[config.mk]
export PLATFORM = sky130hd
export DESIGN_NAME = dsm_tx_modulator
export DESIGN_NICKNAME = d
export VERILOG_FILES = /design/src/dsm_pkg.sv /design/src/dsm_tx_modulator.sv
export SDC_FILE = /design/constraint.sdc
export NUM_CORES = 1
export LEC_CHECK = 0
export BUFFER_PORTS_ARGS = -buffer_cell sky130_fd_sc_hd__buf_2
export CAP_MARGIN = 20
export CELL_PAD_IN_SITES_DETAIL_PLACEMENT = 1
export CELL_PAD_IN_SITES_GLOBAL_PLACEMENT = 2
export CORE_MARGIN = 10
export CORE_UTILIZATION = 38
export CTS_CLUSTER_SIZE = 12
export DETAILED_ROUTE_END_ITERATION = 10
export HOLD_SLACK_MARGIN = 0.15
export PLACE_DENSITY_LB_ADDON = 0.1
export SLEW_MARGIN = 20
export SYNTH_ARGS = -nofsm -noshare
export SYNTH_HDL_FRONTEND = slang
export SYNTH_SLANG_ARGS = --single-unit
[constraint.sdc]
create_clock -name pclk -period 6.8 [get_ports pclk]
set_input_delay 0 -clock pclk [delete_from_list [all_inputs] [get_ports pclk]]
set_output_delay 0 -clock pclk [all_outputs]
set_load 0.02 [all_outputs]
[src/dsm_pkg.sv]
`default_nettype none
package dsm_pkg;
    localparam logic [7:0] ADDR_SETUP = 8'h00;
    localparam logic [7:0] ADDR_FILT  = 8'h04;
    localparam logic [7:0] ADDR_PLVL  = 8'h08;
    localparam logic [7:0] ADDR_PMEAS = 8'h0C;
    localparam logic [7:0] ADDR_STAT  = 8'h10;
    localparam logic [7:0] SETUP_RST  = 8'h00;
    localparam logic [7:0] FILT_RST   = 8'h00;
    localparam int         SHORT_BIT  = 2;
    localparam int         WIDE_BIT   = 5;
    localparam logic [1:0] RATE_1M    = 2'h0;
    localparam logic [1:0] RATE_2M    = 2'h1;
    localparam logic [1:0] RATE_5M5   = 2'h2;
    localparam logic [1:0] RATE_11M   = 2'h3;
    localparam logic [1:0] SEG_PRE    = 2'h0;
    localparam logic [1:0] SEG_HDR    = 2'h1;
    localparam logic [10:0] BARKER    = 11'h712;
    localparam logic [3:0] BARKER_END = 4'hA;
    localparam logic [3:0] CCK_END    = 4'h7;
    localparam int         NTAP       = 5;
    localparam int         OW         = 12;
    localparam logic [NTAP*8-1:0] TAP_STD  = 40'h10_30_40_30_10;
    localparam logic [NTAP*8-1:0] TAP_WIDE = 40'h08_20_60_20_08;

    typedef enum logic [1:0] {ST_IDLE, ST_LOAD, ST_SEND} dsm_state_e;

    typedef struct packed {
        logic vld;
        logic neg_i;
        logic neg_q;
    } dsm_chip_s;

    typedef struct packed {
        logic                 vld;
        logic signed [OW-1:0] i;
        logic signed [OW-1:0] q;
    } dsm_iq_s;

    // differential dibit code: 00->0, 01->1, 11->2, 10->3 quarter turns
    function automatic logic [1:0] dq_map(input logic b0, input logic b1);
        return {b0, b0 ^ b1};
    endfunction : dq_map

    // quarter-turn phase to sign pair, constellation offset by 45 degrees
    function automatic logic [1:0] ph_neg(input logic [1:0] p);
        return {p[1] ^ p[0], p[1]};
    endfunction : ph_neg
endpackage : dsm_pkg
`default_nettype wire

[src/dsm_tx_modulator.sv]
// Summary of operation
// DBPSK, DQPSK, CCK at 1/2/5.5/11 Mbps
// preamble DBPSK, then switch rate automatically
// separate I and Q outputs always
// DBPSK drives I=Q, Barker spread
// DQPSK dibits 00/01/11/10 give 0/+90/180/-90
// DQPSK bits split to I and Q, Barker
// CCK symbol is eight complex chips
// phi2 odd, phi3 pairs, phi4 quads, two negations
// CCK chips sent least significant first
// CCK phi1 differential versus previous symbol
// last CCK chip carries phi1 only
// 5.5 Mbps nibbles, first dibit sets phi1
// odd payload symbols get extra half turn
// phi1 change table, odd symbols plus pi
// 5.5 Mbps phi2, phi3, phi4 from last dibit
// 11 Mbps eight bits, first pair phi1
// CCK reference is previous CCK symbol
// 11 Mbps binary QPSK for phi2..phi4
// output passes tap-set FIR filter
// control bit selects wider filter shape
// power measurement readable in register
// software writes desired power level
// long header DBPSK, short header DQPSK
// rate field 00/01/10/11 selects modulation
// chip per cycle with valid, phase reset
// pull 1/2/4/8 bits per symbol
`timescale 1ns/100ps
`default_nettype none
module dsm_tx_modulator
    import dsm_pkg::*;
#(
    parameter int PW = 8
) (
    input  wire logic          pclk,
    input  wire logic          presetn,
    input  wire logic          psel,
    input  wire logic          penable,
    input  wire logic          pwrite,
    input  wire logic [7:0]    paddr,
    input  wire logic [31:0]   pwdata,
    output logic      [31:0]   prdata,
    output logic               pready,
    output logic               pslverr,
    input  wire logic          tx_en,
    input  wire logic [1:0]    seg_sel,
    input  wire logic          bit_data,
    input  wire logic          bit_valid,
    output logic               bit_ready,
    output dsm_iq_s            tx_out,
    input  wire logic [PW-1:0] pwr_adc,
    input  wire logic          pwr_adc_valid,
    output logic      [PW-1:0] tx_level
);
    // ---------------- register bus ----------------
    logic [7:0]    setup_q, setup_d;
    logic [7:0]    filt_q, filt_d;
    logic [PW-1:0] plvl_q, plvl_d;
    logic [PW-1:0] pmeas_q, pmeas_d;
    logic [31:0]   prdata_q, prdata_d;
    logic          perr_q, perr_d;
    logic [31:0]   rd_val;
    logic          hit;
    logic          wr;
    logic [7:0]    stat;

    assign wr = psel & penable & pwrite;

    always_comb begin
        hit    = 1'b1;
        rd_val = 32'h0;
        case (paddr)
            ADDR_SETUP: rd_val = {24'h0, setup_q};
            ADDR_FILT:  rd_val = {24'h0, filt_q};
            ADDR_PLVL:  rd_val = 32'(plvl_q);
            ADDR_PMEAS: rd_val = 32'(pmeas_q);
            ADDR_STAT:  rd_val = {24'h0, stat};
            default:    hit    = 1'b0;
        endcase
    end

    always_comb begin
        setup_d  = setup_q;
        filt_d   = filt_q;
        plvl_d   = plvl_q;
        pmeas_d  = pwr_adc_valid ? pwr_adc : pmeas_q;
        prdata_d = prdata_q;
        perr_d   = perr_q;
        if (psel && !penable) begin
            // answer prepared in setup phase, so access needs no wait state
            prdata_d = pwrite ? 32'h0 : rd_val;
            perr_d   = ~hit;
        end
        if (wr && paddr == ADDR_SETUP)
            setup_d = pwdata[7:0];
        if (wr && paddr == ADDR_FILT)
            filt_d = pwdata[7:0];
        if (wr && paddr == ADDR_PLVL)
            plvl_d = pwdata[PW-1:0];
    end

    always_ff @(posedge pclk or negedge presetn) begin
        if (!presetn) begin
            setup_q  <= SETUP_RST;
            filt_q   <= FILT_RST;
            plvl_q   <= '0;
            pmeas_q  <= '0;
            prdata_q <= 32'h0;
            perr_q   <= 1'b0;
        end else begin
            setup_q  <= setup_d;
            filt_q   <= filt_d;
            plvl_q   <= plvl_d;
            pmeas_q  <= pmeas_d;
            prdata_q <= prdata_d;
            perr_q   <= perr_d;
        end
    end

    assign prdata   = prdata_q;
    assign pready   = 1'b1;
    assign pslverr  = perr_q;
    assign tx_level = plvl_q;

    // ---------------- symbol coder ----------------
    dsm_state_e st_q, st_d;
    logic [2:0] bcnt_q, bcnt_d;
    logic [7:0] sbuf_q, sbuf_d, sb_n;
    logic [3:0] cnt_q, cnt_d;
    logic [1:0] mode_q, mode_d, mode_cur;
    logic [1:0] bph_q, bph_d, cph_q, cph_d;
    logic [1:0] phi1_q, phi1_d, phi2_q, phi2_d;
    logic [1:0] phi3_q, phi3_d, phi4_q, phi4_d;
    logic       odd_q, odd_d, en_q;
    logic [2:0] need;
    logic       take, done, start;
    logic [1:0] cp, neg;
    dsm_chip_s  chip_q, chip_d;

    assign stat = {st_q != ST_IDLE, odd_q, mode_q, cph_q, bph_q};
    assign start = tx_en & ~en_q;
    assign bit_ready = (st_q == ST_LOAD) & tx_en;
    assign take = bit_ready & bit_valid;

    always_comb begin
        if (seg_sel == SEG_PRE)
            mode_cur = RATE_1M;
        else if (seg_sel == SEG_HDR)
            mode_cur = setup_q[SHORT_BIT] ? RATE_2M : RATE_1M;
        else
            mode_cur = setup_q[1:0];
        case (mode_cur)
            RATE_1M:  need = 3'h0;
            RATE_2M:  need = 3'h1;
            RATE_5M5: need = 3'h3;
            default:  need = 3'h7;
        endcase
        sb_n = sbuf_q;
        sb_n[bcnt_q] = bit_data;
        done = take && bcnt_q == need;
    end

    // chip phase: phi2 on chips with index bit0 clear, phi3 bit1, phi4 bit2
    always_comb begin
        cp = phi1_q;
        if (mode_q[1]) begin
            if (!cnt_q[0])
                cp = 2'(cp + phi2_q);
            if (!cnt_q[1])
                cp = 2'(cp + phi3_q);
            if (!cnt_q[2])
                cp = 2'(cp + phi4_q);
            if (cnt_q == 4'h3 || cnt_q == 4'h6)
                cp = 2'(cp + 2'h2);
        end
        neg = ph_neg(cp);
        if (!mode_q[1] && BARKER[cnt_q])
            neg = ~neg;                             // see R4
    end

    always_comb begin
        st_d   = st_q;
        bcnt_d = bcnt_q;
        sbuf_d = sbuf_q;
        cnt_d  = cnt_q;
        mode_d = mode_q;
        bph_d  = bph_q;
        cph_d  = cph_q;
        odd_d  = odd_q;
        phi1_d = phi1_q;
        phi2_d = phi2_q;
        phi3_d = phi3_q;
        phi4_d = phi4_q;
        chip_d = '0;
        case (st_q)
            ST_IDLE: begin
                if (start) begin
                    st_d   = ST_LOAD;
                    bcnt_d = 3'h0;
                    bph_d  = 2'h0;
                    cph_d  = 2'h0;
                    odd_d  = 1'b0;
                end
            end
            ST_LOAD: begin
                if (take) begin
                    sbuf_d = sb_n;
                    bcnt_d = 3'(bcnt_q + 3'h1);
                end
                if (done) begin
                    st_d   = ST_SEND;
                    bcnt_d = 3'h0;
                    cnt_d  = 4'h0;
                    mode_d = mode_cur;              // see R1
                    phi2_d = 2'h0;
                    phi3_d = 2'h0;
                    phi4_d = 2'h0;
                    if (mode_cur[1]) begin
                        // separate reference keeps Barker symbols out of it
                        phi1_d = 2'(cph_q + dq_map(sb_n[0], sb_n[1])
                                 + {odd_q, 1'b0});  // see R10 see R14
                        cph_d  = phi1_d;
                        odd_d  = ~odd_q;
                        if (mode_cur == RATE_5M5) begin
                            phi2_d = {sb_n[2], 1'b1}; // see R12
                            phi4_d = {sb_n[3], 1'b0};
                        end else begin
                            phi2_d = {sb_n[2], sb_n[3]}; // see R16
                            phi3_d = {sb_n[4], sb_n[5]};
                            phi4_d = {sb_n[6], sb_n[7]};
                        end
                    end else if (mode_cur == RATE_1M) begin
                        phi1_d = 2'(bph_q + {sb_n[0], 1'b0});
                        bph_d  = phi1_d;
                    end else begin
                        phi1_d = 2'(bph_q + dq_map(sb_n[0], sb_n[1]));
                        bph_d  = phi1_d;
                    end
                end
            end
            ST_SEND: begin
                chip_d = '{vld: 1'b1, neg_i: neg[1], neg_q: neg[0]};
                cnt_d  = 4'(cnt_q + 4'h1);
                if (cnt_q == (mode_q[1] ? CCK_END : BARKER_END))
                    st_d = ST_LOAD;
            end
            default: st_d = ST_IDLE;
        endcase
        if (!tx_en)
            st_d = ST_IDLE;
    end

    always_ff @(posedge pclk or negedge presetn) begin
        if (!presetn) begin
            st_q   <= ST_IDLE;
            bcnt_q <= 3'h0;
            sbuf_q <= 8'h00;
            cnt_q  <= 4'h0;
            mode_q <= RATE_1M;
            bph_q  <= 2'h0;
            cph_q  <= 2'h0;
            odd_q  <= 1'b0;
            phi1_q <= 2'h0;
            phi2_q <= 2'h0;
            phi3_q <= 2'h0;
            phi4_q <= 2'h0;
            en_q   <= 1'b0;
            chip_q <= '0;
        end else begin
            st_q   <= st_d;
            bcnt_q <= bcnt_d;
            sbuf_q <= sbuf_d;
            cnt_q  <= cnt_d;
            mode_q <= mode_d;
            bph_q  <= bph_d;
            cph_q  <= cph_d;
            odd_q  <= odd_d;
            phi1_q <= phi1_d;
            phi2_q <= phi2_d;
            phi3_q <= phi3_d;
            phi4_q <= phi4_d;
            en_q   <= tx_en;
            chip_q <= chip_d;
        end
    end

    // ---------------- shaping filter ----------------
    // taps are all positive here, so the output cannot wrap for OW=12
    dsm_chip_s [NTAP-1:0]        sh_q, sh_d;
    logic      [NTAP*8-1:0]      taps;
    logic signed [OW-1:0]        ci [NTAP];
    logic signed [OW-1:0]        cq [NTAP];
    dsm_iq_s                     out_q, out_d;

    assign taps = filt_q[WIDE_BIT] ? TAP_WIDE : TAP_STD;
    assign sh_d = {sh_q[NTAP-2:0], chip_q};

    genvar k;
    generate
        for (k = 0; k < NTAP; k++) begin : g_tap
            logic signed [OW-1:0] tk;
            assign tk    = OW'(taps[k*8 +: 8]);
            assign ci[k] = !sh_q[k].vld ? '0 : sh_q[k].neg_i ? -tk : tk;
            assign cq[k] = !sh_q[k].vld ? '0 : sh_q[k].neg_q ? -tk : tk;
        end
    endgenerate

    always_comb begin
        out_d = '0;
        for (int n = 0; n < NTAP; n++) begin
            out_d.i   = OW'(out_d.i + ci[n]);
            out_d.q   = OW'(out_d.q + cq[n]);
            out_d.vld = out_d.vld | sh_q[n].vld;
        end
    end

    always_ff @(posedge pclk or negedge presetn) begin
        if (!presetn) begin
            sh_q  <= '0;
            out_q <= '0;
        end else begin
            sh_q  <= sh_d;
            out_q <= out_d;
        end
    end

    assign tx_out = out_q;

    logic [3:0] run_q;
    always_ff @(posedge pclk or negedge presetn) begin
        if (!presetn)
            run_q <= 4'h0;
        else
            run_q <= chip_q.vld ? 4'(run_q + 4'h1) : 4'h0;
    end
endmodule : dsm_tx_modulator
`default_nettype wire

Yosys cells after proc, flatten, opt, wreduce, memory -nomap -nowiden --
Memory sizes are Yosys's and may differ from the RTL's. Index checks and enable logic that the tools add are counted.
Storage, ports and cells: memories kept 1, memory bits (read-only) 16, bits in registers 141, output and inout bits 68, input bits 59
Memory list:
- (name not given) | words 16, bits a word 1, rd ports 1, clocked after memory_dff 0, wr ports 0, RTL line dsm_tx_modulator.sv:177 | if (!mode_q[1] && BARKER[cnt_q])
Operators by class: $lt $le $gt $ge 3, equal/unequal tests 21, muxes and demuxes 73, bitwise operators 15, reductions and logical operators 25, add/subtract/negate cells 23
Operators with widths (number):
- 12-bit two-way mux | 20
- 12-bit adder | 8
- 2-bit two-way mux | 27
- 8-bit negator with 12-bit output | 4
- 8-bit one-hot mux with 5 select lines | 1
- 37-bit two-way mux | 1
- 32-bit two-way mux | 1
- 8-bit by 4-bit == test with 1-bit output (second input constant) | 2
- 2-bit adder | 7
- 3-bit two-way mux | 4
- 3-bit != test (second input constant) | 4
- 5-bit negator with 12-bit output | 1
- 3-bit one-hot mux with 3 select lines | 1
- 8-bit bitwise mux | 1
- 8-bit by 3-bit == test with 1-bit output (second input constant) | 1
- 8-bit by 5-bit == test with 1-bit output (second input constant) | 1
- 8-bit logical NOT | 1
- 1-bit two-way mux | 8
- 4-bit two-way mux | 2
- 2-bit != test (second input constant) | 4
- 2-bit one-hot mux with 2 select lines | 2
- 4-bit one-hot mux with 2 select lines | 1
- 4-bit AND reduction | 2
- 1-bit logical AND | 7
- 28 further kinds | 49

Longest topological paths before layout --
Gate-level depths: netlist of run 1.
depth in word-level cells 16, depth in mapped cells 15

Worst setup path after synthesis of run 1 --
OpenSTA, ideal clock, no wires.
kind register -> register, start register sh_q[14] (netlist name), end register out_q (netlist bit tx_out[23]), clock period less this slack 3.371 ns, path slack 3.429 ns, data arrival time 3.306 ns, cell stages (with the launch flop) 13, setup time 0.064 ns, path buffers 0, required time 6.736 ns, path through dfrtp_1 and2_1 fa_1 inv_1 fa_1 fa_1 inv_1 ha_1 a21o_1 a21oi_1 nor2b_1 nor3_1 mux2_2
RTL lines:
- from (decl) | RTL line dsm_tx_modulator.sv:289 | dsm_chip_s [NTAP-1:0] sh_q, sh_d;
- from (signal assigned) | RTL line dsm_tx_modulator.sv:319 | sh_q <= '0;
- from (signal assigned) | RTL line dsm_tx_modulator.sv:322 | sh_q <= sh_d;
- to (signal assigned) | RTL line dsm_tx_modulator.sv:323 | out_q <= out_d;
- to (decl) | RTL line dsm_tx_modulator.sv:293 | dsm_iq_s out_q, out_d;

==> impl_table.tex, run 1 <==
\begin{tabular}{lr}
\hline
Metric & Value \\
\hline
\multicolumn{2}{l}{\textbf{Status}} \\
Result of the run & completed \\
\multicolumn{2}{l}{\textbf{Routing}} \\
Post-DRT Antenna Nets & 0 \\
Average routed wire per standard cell & 16.2 µm \\
Iteration-0 DRC count of the detailed router & 172 \\
Vias post-DR & 4388 \\
Number of iterations in the first detailed-routing pass & 4 \\
Routed wire length & 14600 µm \\
DRC violations left & 0 \\
Per-cell via count in the routed design & 4.89 \\
\multicolumn{2}{l}{\textbf{Clock network}} \\
Max clock buf depth & 2 \\
Sink count of the clock tree & 110 \\
Inserted Clock Buffers & 9 \\
TritonCTS clock tree & yes \\
Clk Tree Root Cell & sky130\_fd\_sc\_hd\_\_clkbuf\_16 \\
Clock insertion delay at the later pin of the skew report & 350 ps \\
Depth of the CTS H-tree & 3 \\
Post\_cts resized & 0 \\
Post-CTS setup buffer count & 0 \\
Clock-pin slew on the worst setup and hold paths & 80 ps \\
\multicolumn{2}{l}{\textbf{Worst setup path}} \\
Standard cell with the maximum stage delay on the critical path & sky130\_fd\_sc\_hd\_\_fa\_1 \\
Cells on worst reg2reg path & 14 \\
Worst setup slack for register-to-register paths & 3190 ps \\
Crit path required time & 7070 ps \\
Category of the most critical setup path & reg -> reg \\
Crit. End Element & flip-flop \\
Highest net fanout along the worst path & 6 \\
Nature of the critical path startpoint & flip-flop \\
Launching point of the worst reg2reg path & sh\_q[14] \\
Data arrival time of the critical path & 3890 ps \\
Crit path cell chain & and2\_1, inv\_1, fa\_1, inv\_1, fa\_1, inv\_1, fa\_1, inv\_1, ha\_1, fa\_1, a21oi\_1, nor2\_1, nor2\_1, xnor2\_1 \\
Delay contributed by the slowest stage of the critical path & 530 ps \\
Worst reg2reg path endpoint & tx\_out[10] \\
\multicolumn{2}{l}{\textbf{Floorplanning}} \\
Horiz. Die Dim & 149 µm \\
Starting density of the core & 38.5\% \\
\# rows & 47 \\
Die Y-Extent & 149 µm \\
Total die area & 22300 µm² \\
Number of top-level design ports & 127 \\
Floorplan core area & 16500 µm² \\
\multicolumn{2}{l}{\textbf{Finish}} \\
Layout Nets & 783 \\
Layout cell share with drive strength beyond 1 & 19.8\% \\
Count of fill cells added during filler insertion & 1833 \\
Footprint of the flip-flops and latches & 2750 µm² \\
ANT cells & 0 \\
Area taken by multi-input logic gates & 3220 µm² \\
Fin cells & 898 \\
Fin area & 7430 µm² \\
Area overhead of the layout relative to synthesis & 16.8\% \\
\multicolumn{2}{l}{\textbf{Synthesis}} \\
Count of synthesis-stage warnings from yosys & 0 \\
Total standard cell area after synthesis & 6360 µm² \\
Post-synth top area cell & sky130\_fd\_sc\_hd\_\_dfrtp\_1 \\
Leading cell types by total area after synthesis & sky130\_fd\_sc\_hd\_\_dfrtp\_1, sky130\_fd\_sc\_hd\_\_fa\_1, sky130\_fd\_sc\_hd\_\_mux2\_2 \\
Cells after synthesis & 579 \\
Commonest register cell after synthesis & sky130\_fd\_sc\_hd\_\_dfrtp\_1 \\
Seq/Total Area, Yosys & 43.2\% \\
Count of different cell masters after synthesis & 58 \\
Number of synthesized flops with an enable pin & 0 \\
Post-synthesis async set-or-reset flop share & 100\% \\
Number of register bits inferred by synthesis & 110 \\
Mean cell area of the mapped netlist & 11.0 µm² \\
Fraction of synthesized cell area taken by the top area cell type & 43.2\% \\
\multicolumn{2}{l}{\textbf{Timing}} \\
Shortest clock period the worst path allows after layout & 3610 ps \\
Least-Margin Pin Slew & 829 ps \\
Unrepaired setup endpoints after global routing & no \\
Max-Slew Margin vs Limit & 44.6\% \\
Number of max-slew violations in the final report & 0 \\
Final worst setup slack & 3190 ps \\
Final setup violating endpoints & 0 \\
Clock tree skew after final layout & 9.64 ps \\
Number of failing hold endpoints at the final stage & 0 \\
Final period utilization & 53.1\% \\
Highest attainable clock frequency & 277 MHz \\
Final sum of negative setup slack & 0 ps \\
\multicolumn{2}{l}{\textbf{Job}} \\
Maximum Capacitance Violations & 0 \\
\multicolumn{2}{l}{\textbf{Placed design}} \\
Post-detailed-placement half-perimeter wirelength & 10900 µm \\
Dpl cells & 848 \\
Area of placed instances & 6790 µm² \\
RD Place Congestion & 0.789 \\
Number of input and output port buffers inserted & 71 \\
Pre-CTS setup slack & 3130 ps \\
\multicolumn{2}{l}{\textbf{Worst hold path}} \\
Worst min-delay path class & in -> async \\
\multicolumn{2}{l}{\textbf{Global route}} \\
Initial antenna violation count & 0 \\
Number of global-route vias before repair & 4930 \\
Overall global routing resource usage & 13.5\% \\
Pin count of the biggest net entering global routing & 64 \\
First-pass GRT wire length & 24600 µm \\
Sum of overflow across all layers after global routing & 0 \\
\multicolumn{2}{l}{\textbf{Power}} \\
Pleak & 3.83 nW \\
Worst vdd rail ir drop & 0.124 mV \\
Pwr Density & 220 nW/µm² \\
\hline
\end{tabular}
## cell families after synthesis
kind of cell	Yosys count	share of synthesized area [%]
and+or+nand+nor	138	11.1
adders and majority gates	51	13.6
other	2	0.118
DFF	110	43.2
muxes	64	10.8
xor gates and xnor gates	23	3.28
buffers and inverters	97	7.82
AOI/OAI and AO/OA	94	10.1
## power by group
part           switching [W]  internal (W)  total, W
Clock               0.000267      0.000295  0.000562
Combinational       0.000171      0.000127  0.000298
Sequential         0.0000635      0.000709  0.000773
## cell type report
class                      count  area share [%]
multi-input combinational    401            43.4
clock buffer                   9            3.03
sequential                   110            37.0
inverter                      45            2.27
tap                          220            3.70
clock inverter                 7            1.13
timing repair buffer         106            9.49
## worst max-delay path by stage
| stage | from | endpoint | slack, ps | cells past startpoint |
|---|---|---|---|---|
| after floorplan | sh_q[14] | tx_out[23] | 3430 | 12 |
| after global placement | filt_q[5] | tx_out[22] | 3170 | 14 |
| after detailed placement | filt_q[5] | tx_out[22] | 3130 | 14 |
| after CTS | filt_q[5] | tx_out[22] | 3110 | 14 |
| after global routing | sh_q[14] | tx_out[10] | 2890 | 14 |
| final | sh_q[14] | tx_out[10] | 3190 | 14 |
## repair_timing
item	in CTS	in global routing
hold buffers	34	0
setup endpoints to repair	0	0
endpoints found under the hold margin	100	0
## synthesized netlist by cell type, drive strengths merged (2+ instances only)
master,instances
o211ai,2
dfrtp,110
a21o,7
nand3b,3
a22o,9
a32o,2
fa,30
inv,45
o22ai,7
nor4,2
nand3,12
nor3,11
mux2i,27
a21boi,5
a211oi,3
nand2,38
nor2b,7
conb,2
or4,2
xnor2,15
o2bb2ai,3
o31ai,5
and2,11
xor2,8
a21oi,24
nand4,3
buf,44
o21a,5
nor2,33
or3,2
a31oi,2
nand2b,5
o21ai,17
clkbuf,8
mux2,37
ha,21
## worst max-delay path: cells and delay by family, from the launching register on
kind / cells / cell delay [ps]
xor+xnor: 1 / 140
simple gates: 3 / 430
fa+ha+maj: 5 / 2150
flops: 1 / 420
compound gates: 1 / 140
buf+inv: 4 / 230
## stage by stage
step	hold WS (ps)	power (W)	util [%]
finish	196	0.00163	45.0
global route	240	0.00174	45.0
CTS	213	0.00166	45.0
detailed placement	63.9	0.00107	41.1
global placement	56.4	0.00106	41.1
floorplan	-296	0.000993	-
## placed cells by master (no fill, tap or decap), drive strengths merged, types with 3 or more instances in the layout
| cell | count |
|---|---|
| o21a | 5 |
| dlygate4sd3 | 34 |
| nand3 | 12 |
| mux2i | 27 |
| nand2b | 5 |
| nor2 | 33 |
| o2bb2ai | 3 |
| and2 | 11 |
| mux2 | 37 |
| o21ai | 17 |
| a22o | 9 |
| buf | 72 |
| a21oi | 24 |
| xor2 | 8 |
| clkbuf | 9 |
| nor2b | 7 |
| conb | 31 |
| a21o | 7 |
| nand4 | 3 |
| a211oi | 3 |
| dfrtp | 110 |
| ha | 21 |
| a21boi | 5 |
| nand2 | 38 |
| fa | 30 |
| o22ai | 7 |
| nor3 | 11 |
| xnor2 | 15 |
| nand3b | 3 |
| o31ai | 5 |
| inv | 50 |
## flip-flops by register name (all words and copies together) (netlist names), 4 cells and up
name and flops:
prdata 8, pmeas_q 8, setup_q 8, tx_level 8
filt_q 8, tx_out 18, sh_d 12, sbuf_q 8
cnt_q 4
## routing by layer
metal	vias up	routed length (µm)	global-route usage [%]
met4	0	158	4.12
met3	11	492	2.54
li1	2091	-	-
met2	59	7580	23.6
met5	-	0	0
met1	2227	6320	16.5
Note: power is estimated with default switching activity, not from simulation.
==> inputs of run 2 (changes only) <==
--- a/config.mk
+++ b/config.mk
@@ -10,7 +10,7 @@
 export CELL_PAD_IN_SITES_DETAIL_PLACEMENT = 1
 export CELL_PAD_IN_SITES_GLOBAL_PLACEMENT = 2
 export CORE_MARGIN = 10
-export CORE_UTILIZATION = 38
+export CORE_UTILIZATION = 32
 export CTS_CLUSTER_SIZE = 12
 export DETAILED_ROUTE_END_ITERATION = 10
 export HOLD_SLACK_MARGIN = 0.15
==> constraint.sdc (replaced) <==
create_clock -name pclk -period 3.3 [get_ports pclk]
set_input_delay 0 -clock pclk [delete_from_list [all_inputs] [get_ports pclk]]
set_output_delay 0 -clock pclk [all_outputs]
set_load 0.02 [all_outputs]
==> run 2 against run 1 <==
  * Sequential share of layout area decreased by 2.0 points
  * Die area rose by 16%
  * Sequential cell count stayed put
  * Setup slack worse by 3100 ps
  * Sequential power is 100% higher
  * Final cell count is 8.4% higher
  * Wire length increased by 6.4%
  * Clock skew is 1.2 ps higher
  * First-iteration DRC count fell by 28%
==> impl_table.tex, run 2 (synthesis gave the netlist of run 1 again) <==
\begin{tabular}{lr}
\hline
Metric & Value \\
\hline
\multicolumn{2}{l}{\textbf{Status}} \\
Result of the run & completed \\
\multicolumn{2}{l}{\textbf{Clock network}} \\
TritonCTS clock tree & yes \\
Depth of the CTS H-tree & 3 (unchanged) \\
Inserted Clock Buffers & 9 (unchanged) \\
Sink count of the clock tree & 110 (unchanged) \\
Max clock buf depth & 2 (unchanged) \\
Clock-pin slew on the worst setup and hold paths & 80 ps (about the same) \\
Clock insertion delay at the later pin of the skew report & 350 ps (about the same) \\
Clk Tree Root Cell & sky130\_fd\_sc\_hd\_\_clkbuf\_16 \\
\multicolumn{2}{l}{\textbf{Finish}} \\
Fin area & 7860 µm² (+5.7\%) \\
Post-route core utilization & 40.2\% (-4.7 points) \\
Fin cells & 973 (+8.4\%) \\
Layout Nets & 813 (+3.8\%) \\
ANT cells & 0 (unchanged) \\
Area overhead of the layout relative to synthesis & 23.5\% \\
Count of fill cells added during filler insertion & 2188 (+19\%) \\
Area taken by multi-input logic gates & 3340 µm² (+3.5\%) \\
Layout cell share with drive strength beyond 1 & 28.0\% (+8.2 points) \\
Footprint of the flip-flops and latches & 2760 µm² (about the same) \\
Most common library cell in the layout ignoring fill and taps & sky130\_fd\_sc\_hd\_\_dfrtp\_1 \\
Largest register FFs & 18 (unchanged) \\
Top library cells by usage in the layout, fill and taps aside & sky130\_fd\_sc\_hd\_\_dfrtp\_1, sky130\_fd\_sc\_hd\_\_buf\_2, sky130\_fd\_sc\_hd\_\_inv\_1, sky130\_fd\_sc\_hd\_\_nand2\_1, sky130\_fd\_sc\_hd\_\_mux2\_2 \\
\multicolumn{2}{l}{\textbf{Placed design}} \\
Dpl cells & 919 (+8.4\%) \\
RD Place Congestion & 0.782 (-0.80\%) \\
Pre-CTS setup slack & -165 ps (-3300 ps) \\
Number of input and output port buffers inserted & 71 (unchanged) \\
Area of placed instances & 7060 µm² (+4.0\%) \\
Post-detailed-placement half-perimeter wirelength & 11700 µm (+7.1\%) \\
\multicolumn{2}{l}{\textbf{Timing}} \\
Shortest clock period the worst path allows after layout & 3260 ps (-353 ps) \\
Number of max-slew violations in the final report & 0 (unchanged) \\
Clock tree skew after final layout & 10.8 ps (+1.20 ps) \\
Final sum of negative setup slack & 0 ps (unchanged) \\
Final period utilization & 98.8\% (+46 points) \\
Final worst setup slack & 39.6 ps (-3150 ps) \\
Final setup violating endpoints & 0 (unchanged) \\
Highest attainable clock frequency & 307 MHz (+11\%) \\
Number of failing hold endpoints at the final stage & 0 (unchanged) \\
Least-Margin Pin Slew & 797 ps (-31.8 ps) \\
Max-Slew Margin vs Limit & 46.8\% (+2.3 points) \\
Unrepaired setup endpoints after global routing & yes \\
\multicolumn{2}{l}{\textbf{Worst setup path}} \\
Cell type with the highest occurrence count on the critical path & sky130\_fd\_sc\_hd\_\_fa\_1 \\
Crit. End Element & flip-flop \\
Delay contributed by the slowest stage of the critical path & 570 ps (+40 ps) \\
Crit path required time & 3580 ps (-3490 ps) \\
Kind of cell with the highest combined delay on the critical path & adder cells \\
Worst path bufs/invs & 3 (-1) \\
Nature of the critical path startpoint & flip-flop \\
CP Launch Point & sh\_d[14] \\
Category of the most critical setup path & reg -> reg \\
Data arrival time of the critical path & 3540 ps (-350 ps) \\
Standard cell with the maximum stage delay on the critical path & sky130\_fd\_sc\_hd\_\_fa\_1 \\
Highest net fanout along the worst path & 6 (unchanged) \\
Crit path cell chain & and2\_4, buf\_6, fa\_1, inv\_2, fa\_1, fa\_1, inv\_2, fa\_2, a21oi\_2, nor2\_1, nor2\_1, xnor2\_1 \\
Launching point of the worst reg2reg path & sh\_d[14] \\
\multicolumn{2}{l}{\textbf{Job}} \\
Maximum Capacitance Violations & 0 (unchanged) \\
\multicolumn{2}{l}{\textbf{Global route}} \\
First-pass GRT wire length & 26200 µm (+6.5\%) \\
Initial antenna violation count & 0 (unchanged) \\
Number of global-route vias before repair & 5007 (+1.6\%) \\
Pin count of the biggest net entering global routing & 58 (-9.4\%) \\
Sum of overflow across all layers after global routing & 0 (unchanged) \\
Overall global routing resource usage & 12.3\% (-1.3 points) \\
\multicolumn{2}{l}{\textbf{Routing}} \\
DRC violations left & 0 (unchanged) \\
Post-DRT Antenna Nets & 0 (unchanged) \\
Vias post-DR & 4540 (+3.5\%) \\
Number of iterations in the first detailed-routing pass & 4 (unchanged) \\
Routed wire length & 15500 µm (+6.4\%) \\
Average routed wire per standard cell & 15.9 µm (-1.8\%) \\
Per-cell via count in the routed design & 4.67 (-4.5\%) \\
Iteration-0 DRC count of the detailed router & 123 (-28\%) \\
\multicolumn{2}{l}{\textbf{Floorplanning}} \\
Total die area & 25900 µm² (+16\%) \\
Number of top-level design ports & 127 (unchanged) \\
Horiz. Die Dim & 161 µm (+7.8\%) \\
Floorplan core area & 19500 µm² (+18\%) \\
Die Y-Extent & 161 µm (+7.8\%) \\
Starting density of the core & 32.6\% (-5.9 points) \\
\# rows & 51 (+8.5\%) \\
\multicolumn{2}{l}{\textbf{Worst hold path}} \\
Worst min-delay path class & in -> reg \\
Start point of the worst hold path & paddr[4] \\
\multicolumn{2}{l}{\textbf{Power}} \\
Pleak & 3.97 nW (+3.6\%) \\
Pwr Density & 437 nW/µm² (+99\%) \\
Worst vdd rail ir drop & 0.248 mV (+100\%) \\
\hline
\end{tabular}
run 2: cell types whose count changed in the layout (fill, tap and decap cells not counted), moves of 5 or more:
cell	before	now
sky130_fd_sc_hd__and2_1	11	6
sky130_fd_sc_hd__and2_4	0	5
sky130_fd_sc_hd__buf_4	2	30
sky130_fd_sc_hd__ha_1	21	16
sky130_fd_sc_hd__inv_1	45	38
sky130_fd_sc_hd__inv_2	0	6
run 2: path summary, 6_finish.rpt:
kind / to / slack (ps) / cells after the start
setup / recovery: tx_out[10] / 40 / 12
hold / removal: pslverr / 220 / 4
min in group asynchronous: tx_out[8] / 280 / 2
hold reg to reg: sh_d[5] / 360 / 0
setup reg to reg: tx_out[10] / 40 / 12
max in group asynchronous: filt_q[5] / 2230 / 3
run 2: repair_timing:
| item | 4_1_cts | 5_1_grt |
|---|---|---|
| buffers inserted | 3 | 1 |
| pin swaps | 22 | 7 |
| endpoints found under the setup margin | 8 | 8 |
| gates resized for setup | 24 | 15 |
| hold endpoints to repair | 109 | 0 |
| hold buffers | 34 | 0 |
run 2: cell type report:
| class | count | area share [%] |
|---|---|---|
| Clock buffer | 12 | 3.39 |
| Clock inverter | 4 | 0.653 |
| Inverter | 45 | 2.18 |
| Multi-Input combinational cell | 401 | 42.4 |
| Sequential cell | 110 | 35.1 |
| Tap cell | 265 | 4.22 |
| Timing Repair Buffer | 136 | 12.1 |
run 2: tightest hold or removal path: cells and delay by family:
family,cells,cell delay [ps]
AOI/OAI and AO/OA,3,330
buffers and inverters,1,200
run 2: power by group:
part | internal, W | switching (W)
sequential | 0.00146 | 0.000122
clock | 0.000654 | 0.000523
combinational | 0.000292 | 0.000379
run 2: routing by layer:
metal / part of all wire (%) / wire, µm / global-route usage (%) / vias up
met5: 0 / 0 / 0 / -
met4: 1.2 / 193 / 3.27 / 0
met3: 3.0 / 461 / 2.64 / 14
met2: 52 / 8120 / 21.7 / 58
met1: 43 / 6710 / 14.8 / 2314
li1: - / - / - / 2154
run 2: through the flow:
step / hold WS [ps] / total power, W
after CTS: 226 / 0.00349
after floorplan: -296 / 0.00205
after global routing: 259 / 0.00367
after global placement: 137 / 0.00222
after detailed placement: 155 / 0.00224
final: 221 / 0.00343
